<file path="src/hdl/gric_pkg.sv">
// Package of constants and types for the remote interface control block.
`default_nettype none
package gric_pkg;
  localparam int CLK_HZ = 100_000_000;
  localparam int ADDR_SHOW_MS = 1000;
  localparam int ADDR_SHOW_CYC = CLK_HZ / 1000 * ADDR_SHOW_MS;
  localparam int POR_CYC = 16;
  localparam logic [4:0] PAD_DEFAULT = 5'h18;
  localparam logic [4:0] PAD_MAX = 5'h1E;
  localparam logic [31:0] BAUD_DEFAULT = 32'h0000_2580;
  localparam logic [3:0] DBITS_DEFAULT = 4'h8;
  localparam logic [7:0] TERM_DEFAULT = 8'h0D;
  localparam logic PORT_GPIB = 1'b0;
  localparam logic PORT_RS232 = 1'b1;
  // Register map of the plain bus.
  localparam logic [3:0] REG_STATUS = 4'h0;
  localparam logic [3:0] REG_CONTROL = 4'h1;
  localparam logic [3:0] REG_BAUD = 4'h2;
  localparam logic [3:0] REG_SERCFG = 4'h3;
  localparam logic [3:0] REG_PAD = 4'h4;
  localparam logic [3:0] REG_STB = 4'h5;
  localparam logic [3:0] REG_CMD = 4'h6;
  // Bus message codes arriving from the GPIB transceiver.
  typedef enum logic [3:0] {
    MSG_NONE = 4'b0000,
    MSG_MLA = 4'b0001,
    MSG_MTA = 4'b0010,
    MSG_UNL = 4'b0011,
    MSG_UNT = 4'b0100,
    MSG_LLO = 4'b0101,
    MSG_GTL = 4'b0110,
    MSG_DCL = 4'b0111,
    MSG_SDC = 4'b1000,
    MSG_GET = 4'b1001,
    MSG_SPE = 4'b1010,
    MSG_SPD = 4'b1011,
    MSG_OTA = 4'b1100
  } gric_msg_t;
  // Acquisition command codes written to the command register.
  typedef enum logic [1:0] {
    ACQ_INIT = 2'b00,
    ACQ_READ = 2'b01,
    ACQ_MEAS = 2'b10,
    ACQ_ABORT = 2'b11
  } gric_acq_t;
  typedef enum logic [1:0] {
    PS_RESET = 2'b00,
    PS_SHOW = 2'b01,
    PS_RUN = 2'b10
  } gric_pwr_t;
endpackage : gric_pkg
`default_nettype wire

</file>
<file path="src/hdl/gric_nv_if.sv">
// Interface carrying the non-volatile settings between modules.
`default_nettype none
interface gric_nv_if;
  logic port_sel;
  logic [4:0] pad;
  logic [31:0] baud;
  logic [3:0] dbits;
  logic [1:0] parity;
  logic [7:0] term;
  logic flow;
  logic wr_port;
  logic port_val;
  logic wr_pad;
  logic [4:0] pad_val;
  logic wr_ser;
  logic [31:0] baud_val;
  logic [3:0] dbits_val;
  logic [1:0] parity_val;
  logic [7:0] term_val;
  logic flow_val;
  logic port_changed;
  modport store (input wr_port, port_val, wr_pad, pad_val, wr_ser,
    baud_val, dbits_val, parity_val, term_val, flow_val,
    output port_sel, pad, baud, dbits, parity, term, flow, port_changed);
  modport user (output wr_port, port_val, wr_pad, pad_val, wr_ser,
    baud_val, dbits_val, parity_val, term_val, flow_val,
    input port_sel, pad, baud, dbits, parity, term, flow, port_changed);
endinterface : gric_nv_if
`default_nettype wire

</file>
<file path="src/hdl/gric_top.sv">
// Remote interface control: port select, GPIB message state and clears.
//
// Design decisions made here: the address-and-strobe port and the register offsets.
`default_nettype none
module gric_top #(
  parameter int SHOW_CYC = gric_pkg::ADDR_SHOW_CYC
) (
  input wire logic REF_CLK,
  input wire logic RST_N,
  input wire logic NV_INIT_N,
  input wire logic [3:0] ADDR,
  input wire logic [31:0] WDATA,
  input wire logic WR,
  input wire logic RD,
  output logic [31:0] RDATA,
  input wire logic PANEL_PORT_WR,
  input wire logic PANEL_PORT_VAL,
  input wire logic PANEL_LOCAL_KEY,
  input wire logic PANEL_OUTPUT_OFF_KEY,
  input wire logic [7:0] PANEL_KEYS,
  input wire logic GPIB_REN,
  input wire logic GPIB_IFC,
  input wire logic GPIB_MSG_VALID,
  input wire logic [3:0] GPIB_MSG,
  input wire logic [4:0] GPIB_MSG_ADDR,
  input wire logic RS232_CMD_VALID,
  output logic SEL_RS232,
  output logic GPIB_ENABLE,
  output logic RS232_ENABLE,
  output logic REMOTE_INDICATOR,
  output logic LOCKOUT,
  output logic TALK_INDICATOR,
  output logic LISTENER_INDICATOR,
  output logic SHOW_ADDR,
  output logic [4:0] SHOW_PAD,
  output logic [7:0] KEYS_OUT,
  output logic OUTPUT_OFF_REQ,
  output logic CLEAR_PULSE,
  output logic ARM_PULSE,
  output logic SPOLL_ACTIVE,
  output logic [7:0] SPOLL_BYTE,
  output logic ACQ_GO,
  output logic ACQ_REJECT,
  output logic ABORT_PULSE
);
  logic core_rst_n;
  logic rst_any_n;
  gric_nv_if nv ();

  gric_nvstore u_nv (
    .clk(REF_CLK),
    .nv_init_n(NV_INIT_N),
    .nv(nv)
  );

  gric_por #(.SHOW_CYC(SHOW_CYC)) u_por (
    .clk(REF_CLK),
    .rst_n(RST_N),
    .restart(nv.port_changed),
    .core_rst_n(core_rst_n),
    .show_addr(SHOW_ADDR)
  );

  assign rst_any_n = RST_N && core_rst_n;

  logic rem_reg, rem_next;
  logic llo_reg, llo_next;
  logic tact_reg, tact_next;
  logic lact_reg, lact_next;
  logic spoll_reg, spoll_next;
  logic arm_bus_reg, arm_bus_next;
  logic auto_off_reg, auto_off_next;
  logic [7:0] stb_reg, stb_next;
  logic clr_reg, clr_next;
  logic arm_reg, arm_next;
  logic go_reg, go_next;
  logic rej_reg, rej_next;
  logic abort_reg, abort_next;
  logic offreq_reg, offreq_next;
  logic [31:0] rdata_reg, rdata_next;
  logic [7:0] keys_reg, keys_next;
  logic rs_seen_reg, rs_seen_next;
  logic gpib_msg_ok;
  logic for_me;
  logic is_remote_port;

  assign is_remote_port = (nv.port_sel == gric_pkg::PORT_GPIB);
  // Traffic on the unselected port is dropped before decoding.
  assign gpib_msg_ok = GPIB_MSG_VALID && is_remote_port;
  assign for_me = (GPIB_MSG_ADDR == nv.pad);

  // Front panel writes the port select; the register bus writes the address and serial settings.
  always_comb begin
    nv.wr_port = PANEL_PORT_WR;
    nv.port_val = PANEL_PORT_VAL;
    nv.wr_pad = WR && ADDR == gric_pkg::REG_PAD;
    nv.pad_val = WDATA[4:0];
    nv.wr_ser = WR && ADDR == gric_pkg::REG_SERCFG;
    nv.baud_val = nv.baud;
    nv.dbits_val = WDATA[3:0];
    nv.parity_val = WDATA[5:4];
    nv.term_val = WDATA[15:8];
    nv.flow_val = WDATA[16];
    if (WR && ADDR == gric_pkg::REG_BAUD) begin
      nv.wr_ser = 1'b1;
      nv.baud_val = WDATA;
      nv.dbits_val = nv.dbits;
      nv.parity_val = nv.parity;
      nv.term_val = nv.term;
      nv.flow_val = nv.flow;
    end
  end

  always_comb begin
    rem_next = rem_reg;
    llo_next = llo_reg;
    tact_next = tact_reg;
    lact_next = lact_reg;
    spoll_next = spoll_reg;
    clr_next = 1'b0;
    arm_next = 1'b0;
    rs_seen_next = RS232_CMD_VALID && !is_remote_port;
    if (!GPIB_REN) begin
      rem_next = 1'b0;
    end
    if (gpib_msg_ok) begin
      case (GPIB_MSG)
        gric_pkg::MSG_MLA: begin
          if (for_me) begin
            lact_next = 1'b1;
            tact_next = 1'b0;
            if (GPIB_REN) begin
              rem_next = 1'b1;
            end
          end
        end
        gric_pkg::MSG_MTA: begin
          if (for_me) begin
            tact_next = 1'b1;
            lact_next = 1'b0;
          end else begin
            tact_next = 1'b0;
          end
        end
        gric_pkg::MSG_OTA: tact_next = 1'b0;
        gric_pkg::MSG_UNL: lact_next = 1'b0;
        gric_pkg::MSG_UNT: tact_next = 1'b0;
        gric_pkg::MSG_LLO: llo_next = 1'b1;
        gric_pkg::MSG_GTL: begin
          if (lact_reg) begin
            rem_next = 1'b0;
            llo_next = 1'b0;
          end
        end
        gric_pkg::MSG_DCL: clr_next = 1'b1;
        gric_pkg::MSG_SDC: clr_next = lact_reg;
        gric_pkg::MSG_GET: arm_next = lact_reg && arm_bus_reg;
        gric_pkg::MSG_SPE: spoll_next = 1'b1;
        gric_pkg::MSG_SPD: spoll_next = 1'b0;
        default: begin
        end
      endcase
    end
    if (PANEL_LOCAL_KEY && !llo_reg) begin
      rem_next = 1'b0;
    end
    // Only the talk, listen and serial-poll flags are touched; remote, lockout and settings stay.
    if (GPIB_IFC && is_remote_port) begin
      tact_next = 1'b0;
      lact_next = 1'b0;
      spoll_next = 1'b0;
    end
  end

  always_comb begin
    arm_bus_next = arm_bus_reg;
    auto_off_next = auto_off_reg;
    stb_next = stb_reg;
    go_next = 1'b0;
    rej_next = 1'b0;
    abort_next = 1'b0;
    offreq_next = PANEL_OUTPUT_OFF_KEY;
    keys_next = PANEL_KEYS;
    rdata_next = 32'h0000_0000;
    if (rem_reg || llo_reg) begin
      keys_next = 8'h00;
    end
    if (WR && ADDR == gric_pkg::REG_CONTROL) begin
      arm_bus_next = WDATA[0];
      auto_off_next = WDATA[1];
    end
    if (WR && ADDR == gric_pkg::REG_STB) begin
      stb_next = WDATA[7:0];
    end
    if (WR && ADDR == gric_pkg::REG_CMD) begin
      // Abort never forces the output off, even with auto-off on.
      if (WDATA[1:0] == gric_pkg::ACQ_ABORT) begin
        abort_next = 1'b1;
      end else if (rem_reg || rs_seen_reg || !is_remote_port) begin
        go_next = 1'b1;
      end else begin
        rej_next = 1'b1;
      end
    end
    if (clr_reg) begin
      go_next = 1'b0;
    end
    if (RD) begin
      case (ADDR)
        gric_pkg::REG_STATUS: rdata_next = {24'h00_0000, SHOW_ADDR,
          spoll_reg, nv.port_sel, lact_reg, tact_reg, llo_reg,
          rem_reg, arm_bus_reg};
        gric_pkg::REG_CONTROL: rdata_next = {30'h0000_0000,
          auto_off_reg, arm_bus_reg};
        gric_pkg::REG_BAUD: rdata_next = nv.baud;
        gric_pkg::REG_SERCFG: rdata_next = {15'h0000, nv.flow, nv.term,
          2'b00, nv.parity, nv.dbits};
        gric_pkg::REG_PAD: rdata_next = {27'h000_0000, nv.pad};
        gric_pkg::REG_STB: rdata_next = {24'h00_0000, stb_reg};
        default: rdata_next = 32'h0000_0000;
      endcase
    end
  end

  always_ff @(posedge REF_CLK) begin
    if (!rst_any_n) begin
      rem_reg <= 1'b0;
      llo_reg <= 1'b0;
      tact_reg <= 1'b0;
      lact_reg <= 1'b0;
      spoll_reg <= 1'b0;
      clr_reg <= 1'b0;
      arm_reg <= 1'b0;
      rs_seen_reg <= 1'b0;
      arm_bus_reg <= 1'b0;
      auto_off_reg <= 1'b0;
      stb_reg <= 8'h00;
      go_reg <= 1'b0;
      rej_reg <= 1'b0;
      abort_reg <= 1'b0;
      offreq_reg <= 1'b0;
      keys_reg <= 8'h00;
      rdata_reg <= 32'h0000_0000;
    end else begin
      rem_reg <= rem_next;
      llo_reg <= llo_next;
      tact_reg <= tact_next;
      lact_reg <= lact_next;
      spoll_reg <= spoll_next;
      clr_reg <= clr_next;
      arm_reg <= arm_next;
      rs_seen_reg <= rs_seen_next;
      arm_bus_reg <= arm_bus_next;
      auto_off_reg <= auto_off_next;
      stb_reg <= stb_next;
      go_reg <= go_next;
      rej_reg <= rej_next;
      abort_reg <= abort_next;
      offreq_reg <= offreq_next;
      keys_reg <= keys_next;
      rdata_reg <= rdata_next;
    end
  end

  assign RDATA = rdata_reg;
  assign SEL_RS232 = nv.port_sel;
  assign GPIB_ENABLE = is_remote_port;
  assign RS232_ENABLE = !is_remote_port;
  assign REMOTE_INDICATOR = rem_reg;
  assign LOCKOUT = llo_reg;
  assign TALK_INDICATOR = tact_reg;
  assign LISTENER_INDICATOR = lact_reg;
  assign SHOW_PAD = nv.pad;
  assign KEYS_OUT = keys_reg;
  assign OUTPUT_OFF_REQ = offreq_reg;
  assign CLEAR_PULSE = clr_reg;
  assign ARM_PULSE = arm_reg;
  assign SPOLL_ACTIVE = spoll_reg;
  assign SPOLL_BYTE = stb_reg;
  assign ACQ_GO = go_reg;
  assign ACQ_REJECT = rej_reg;
  assign ABORT_PULSE = abort_reg;
endmodule : gric_top
`default_nettype wire

</file>
<file path="src/hdl/gric_nvstore.sv">
// Settings store that keeps its contents across the block reset.
`default_nettype none
module gric_nvstore (
  input wire logic clk,
  input wire logic nv_init_n,
  gric_nv_if.store nv
);
  logic port_reg, port_next;
  logic [4:0] pad_reg, pad_next;
  logic [31:0] baud_reg, baud_next;
  logic [3:0] dbits_reg, dbits_next;
  logic [1:0] parity_reg, parity_next;
  logic [7:0] term_reg, term_next;
  logic flow_reg, flow_next;
  logic chg_reg, chg_next;

  // Only the factory init reloads the defaults; the block reset never touches it.
  always_comb begin
    port_next = port_reg;
    pad_next = pad_reg;
    baud_next = baud_reg;
    dbits_next = dbits_reg;
    parity_next = parity_reg;
    term_next = term_reg;
    flow_next = flow_reg;
    chg_next = 1'b0;
    if (!nv_init_n) begin
      port_next = gric_pkg::PORT_GPIB;
      pad_next = gric_pkg::PAD_DEFAULT;
      baud_next = gric_pkg::BAUD_DEFAULT;
      dbits_next = gric_pkg::DBITS_DEFAULT;
      parity_next = 2'b00;
      term_next = gric_pkg::TERM_DEFAULT;
      flow_next = 1'b0;
    end else begin
      if (nv.wr_port && nv.port_val != port_reg) begin
        port_next = nv.port_val;
        chg_next = 1'b1;
      end
      if (nv.wr_pad && nv.pad_val <= gric_pkg::PAD_MAX) begin
        pad_next = nv.pad_val;
      end
      if (nv.wr_ser) begin
        baud_next = nv.baud_val;
        dbits_next = nv.dbits_val;
        parity_next = nv.parity_val;
        term_next = nv.term_val;
        flow_next = nv.flow_val;
      end
    end
  end

  always_ff @(posedge clk) begin
    port_reg <= port_next;
    pad_reg <= pad_next;
    baud_reg <= baud_next;
    dbits_reg <= dbits_next;
    parity_reg <= parity_next;
    term_reg <= term_next;
    flow_reg <= flow_next;
    chg_reg <= chg_next;
  end

  assign nv.port_sel = port_reg;
  assign nv.pad = pad_reg;
  assign nv.baud = baud_reg;
  assign nv.dbits = dbits_reg;
  assign nv.parity = parity_reg;
  assign nv.term = term_reg;
  assign nv.flow = flow_reg;
  assign nv.port_changed = chg_reg;
endmodule : gric_nvstore
`default_nettype wire

</file>
<file path="src/hdl/gric_por.sv">
// Power-on sequencer: internal reset pulse then address display window.
`default_nettype none
module gric_por #(
  parameter int SHOW_CYC = gric_pkg::ADDR_SHOW_CYC
) (
  input wire logic clk,
  input wire logic rst_n,
  input wire logic restart,
  output logic core_rst_n,
  output logic show_addr
);
  gric_pkg::gric_pwr_t st_reg, st_next;
  logic [31:0] cnt_reg, cnt_next;

  always_comb begin
    st_next = st_reg;
    cnt_next = cnt_reg;
    case (st_reg)
      gric_pkg::PS_RESET: begin
        cnt_next = cnt_reg + 32'h0000_0001;
        if (cnt_reg >= 32'(gric_pkg::POR_CYC - 1)) begin
          st_next = gric_pkg::PS_SHOW;
          cnt_next = 32'h0000_0000;
        end
      end
      gric_pkg::PS_SHOW: begin
        cnt_next = cnt_reg + 32'h0000_0001;
        if (cnt_reg >= 32'(SHOW_CYC - 1)) begin
          st_next = gric_pkg::PS_RUN;
        end
      end
      gric_pkg::PS_RUN: begin
        cnt_next = 32'h0000_0000;
      end
      default: begin
        st_next = gric_pkg::PS_RESET;
        cnt_next = 32'h0000_0000;
      end
    endcase
    if (restart) begin
      st_next = gric_pkg::PS_RESET;
      cnt_next = 32'h0000_0000;
    end
  end

  always_ff @(posedge clk) begin
    if (!rst_n) begin
      st_reg <= gric_pkg::PS_RESET;
      cnt_reg <= 32'h0000_0000;
    end else begin
      st_reg <= st_next;
      cnt_reg <= cnt_next;
    end
  end

  assign core_rst_n = (st_reg != gric_pkg::PS_RESET);
  assign show_addr = (st_reg == gric_pkg::PS_SHOW);
endmodule : gric_por
`default_nettype wire

</file>
<file path="config.mk">
export PLATFORM = sky130hd
export DESIGN_NAME = gric_top
export DESIGN_NICKNAME = d
export VERILOG_FILES = /design/src/hdl/gric_pkg.sv /design/src/hdl/gric_nv_if.sv /design/src/hdl/gric_top.sv /design/src/hdl/gric_nvstore.sv /design/src/hdl/gric_por.sv
export SDC_FILE = /design/constraint.sdc
export NUM_CORES = 1
export LEC_CHECK = 0
export BUFFER_PORTS_ARGS = -buffer_cell sky130_fd_sc_hd__buf_2
export CAP_MARGIN = 25
export CORE_UTILIZATION = 24
export CTS_BUF_LIST = sky130_fd_sc_hd__clkbuf_4
export DETAILED_ROUTE_END_ITERATION = 12
export GPL_TIMING_DRIVEN = 0
export PLACE_DENSITY = 0.41
export SLEW_MARGIN = 30
export SYNTH_ARGS = -nofsm -noshare
export SYNTH_HDL_FRONTEND = slang
export SYNTH_SLANG_ARGS = --single-unit
</file>
<file path="constraint.sdc">
create_clock -name REF_CLK -period 4.3 [get_ports REF_CLK]
set_input_delay 0.86 -clock REF_CLK [delete_from_list [all_inputs] [get_ports REF_CLK]]
set_output_delay 0.86 -clock REF_CLK [all_outputs]
set_load 0.005 [all_outputs]
</file>
==> impl_metrics.csv <==
group,metric,value,unit
status,status,"finished, final reports clean",
routing,viasPerCell,4.31,
layout,drive_above_1_share,23.5,%
routing,vias,4915,
cts,cts.path.max_buffers,2,
cts,cts.sinks,150,
sta,setup_viol,0,
global_route,grt_pass1_wl,27.7,mm
cts,numCtsBuffers,17,
synth,synth_most_common_cell,"dfxtp_1",
routing,firstDrtPassIters,5,
setup_path,critPathCaptureType,"output pin",
floorplanning,ios,134,
power_and_ir_drop,max-vdd-ir-drop,0.126,mV
placed_design,dp.cells,1106,
power_and_ir_drop,power_frac_seq,55.4,%
sta,fmax,401,MHz
synth,synth_top_area_cell,"dfxtp_1",
cts,path_clk_slew,150,ps
cts,root_buffer,"clkbuf_4",
synth,synth-edff-count,0,
floorplanning,design.die.area,0.0253,mm^2
cts,cts_resized,0,
synth,synth_area,0.00591,mm^2
synth,synthFlopType,"dfxtp_1",
setup_path,criticalPathCategory,"flop to output pin",
routing,drc,0,
sta,slew_headroom,51.4,%
placed_design,pre_cts_slack,1530,ps
worst_hold_path,hp-class,"flop to flop",
routing,dr_wl_met2,7.74,mm
floorplanning,core_area,0.0242,mm^2
global_route,grt-ovfl-total,0,
synth,synth_warnings,0,
synth,synth_cell_types,54,
flow_run,cap_violations,0,
routing,drtIter0Drc,270,
setup_path,crit_required,3440,ps
placed_design,gp_congestion,0.733,
power_and_ir_drop,clkPwrFrac,34.4,%
setup_path,r2r_slack,2260,ps
floorplanning,dieWidth,159,um
power_and_ir_drop,p_leak,2.84,nW
global_route,grt_max_degree,18,
synth,synth_nets,719,
power_and_ir_drop,netSwitchingFraction,31.2,%
sta,hold_violations,0,
global_route,grt_util_all_layers,14.2,%
synth,synth_top_area_share,50.8,%
cts,postCtsSetupRepairBufs,0,
layout,nNetsFinal,868,
setup_path,crit_fanout,7,
synth,async_flop_share,0,%
sta,slew_viol_final,0,
synth,seq_area_frac_synth,50.8,%
synth,syn_inst,652,
layout,syn_to_final_growth,22.9,%
cts,cts_tree,"done",
routing,dr_wl_met3,1.05,mm
power_and_ir_drop,p_switching,817,uW
routing,wl_met1,8.39,mm
routing,routed_wl,17.3,mm
sta,fin_crit_sh,58.0,%
synth,synth_area_per_cell,9.07,um^2
global_route,grt_pass1_vias,4898,
power_and_ir_drop,p_per_area,361,mW/mm^2
setup_path,worstSetupStartpointType,"flop",
global_route,antenna_found_initial,3,
sta,tightest_slew,723,ps
layout,final_cells,1140,
routing,routed.top_layer,"met4",
placed_design,hpwl,12.7,mm
floorplanning,chipHeight,159,um
sta,layout_setup_ws,1810,ps
sta,rsz0062_at_grt,"false",
cts,clkLatencyLatePin,580,ps
sta,skew,20.8,ps
setup_path,arrival,1630,ps
placed_design,port_buffers,130,
sta,min_period,2490,ps
cts,htreeDepth,4,
routing,wire_per_inst,15.2,um
synth,synth_seq_cells,150,
floorplanning,rows,57,
synth,synthTopCellsByArea,"dfxtp_1 (51%), nand2_1 (7.6%), nor2_1 (4.6%), a21boi_0 (3.8%), xor2_1 (3.0%)",
power_and_ir_drop,combPwrFrac,10.2,%
synth,synth_commonest_cells,"dfxtp_1 (150), nand2_1 (120), nor2_1 (73), a21boi_0 (30), nand3_1 (28)",
power_and_ir_drop,p_int,1.80,mW
cts,cts_hold_buf,0,
layout,nFillCells,2717,
floorplanning,start_util,24.4,%
sta,setup_tns,0,ps
routing,detail-route-antenna-nets,0,
[metrics by stage]
step | utilization [%] | hold WS [ps] | power [mW] | instance area, um^2
6_report | 30.0 | 462 | 2.62 | 7260
5_1_grt | 29.9 | 420 | 2.77 | 7260
4_1_cts | 29.9 | 421 | 2.68 | 7260
3_5_place_dp | 28.8 | 443 | 1.76 | 6980
3_3_place_gp | 28.7 | 432 | 1.76 | 6970
2_1_floorplan | - | 423 | 1.63 | 5910
[final timing paths]
| check | from | endpoint | depth (start not counted) |
|---|---|---|---|
| min reg2reg | CLEAR_PULSE | ACQ_GO | 1 |
| max reg2reg | u_por.cnt_reg[0] | u_por.cnt_reg[30] | 6 |
| min | CLEAR_PULSE | ACQ_GO | 1 |
| max | u_por.st_reg[0] | SHOW_ADDR | 2 |
[cell usage in the layout (no fill, tap or decap), drive strengths merged, types with 12 or more instances in the layout]
cell type and count:
inv 21, buf 145, xnor2 17, nand2 120, a21boi 39, nor3 12, nor2 75, dfxtp 150
mux2i 16, a22oi 17, nand3 28, and2 26, clkbuf 31, xor2 20
[layout make-up]
class	instances	area, um^2	share of cell area [%]
buffer	29	138	1.89
multi-input combinational	465	2750	37.9
clock buffer	17	128	1.76
clock inverter	15	151	2.08
antenna	2	5.00	0.0689
timing repair buffer	130	651	8.96
sequential	150	3000	41.3
tap	324	405	5.58
inverter	8	30.0	0.413
[power by group through the flow]
| stage | registers (mW) | logic (mW) | clock network [mW] |
|---|---|---|---|
| after floorplan | 1.48 | 0.153 | 0 |
| after global placement | 1.48 | 0.278 | 0 |
| after detailed placement | 1.48 | 0.274 | 0 |
| after CTS | 1.45 | 0.276 | 0.949 |
| after global routing | 1.46 | 0.304 | 1.01 |
| final | 1.45 | 0.267 | 0.901 |
[per-layer routing]
layer  vias up  track usage (%)
met4         0             3.98
met3        13             4.22
met2       139             22.0
met1      2237             19.2
met5         -                0
li1       2526                -
[logic make-up after synthesis]
| family | share of synthesized area [%] |
|---|---|
| AND/OR/NAND/NOR | 26.8 |
| AO/OA/AOI/OAI | 11.0 |
| buffers and inverters | 2.84 |
| flip-flops | 50.8 |
| adder cells (fa/ha/maj) | 0.212 |
| XOR/XNOR | 5.48 |
| multiplexers | 2.90 |
[critical path, stage by stage, from the launching register on]
cell     delay [ps]
dfxtp_1         480
nor2b_1         390
buf_2           190
Power figures use the tool's default switching activity.
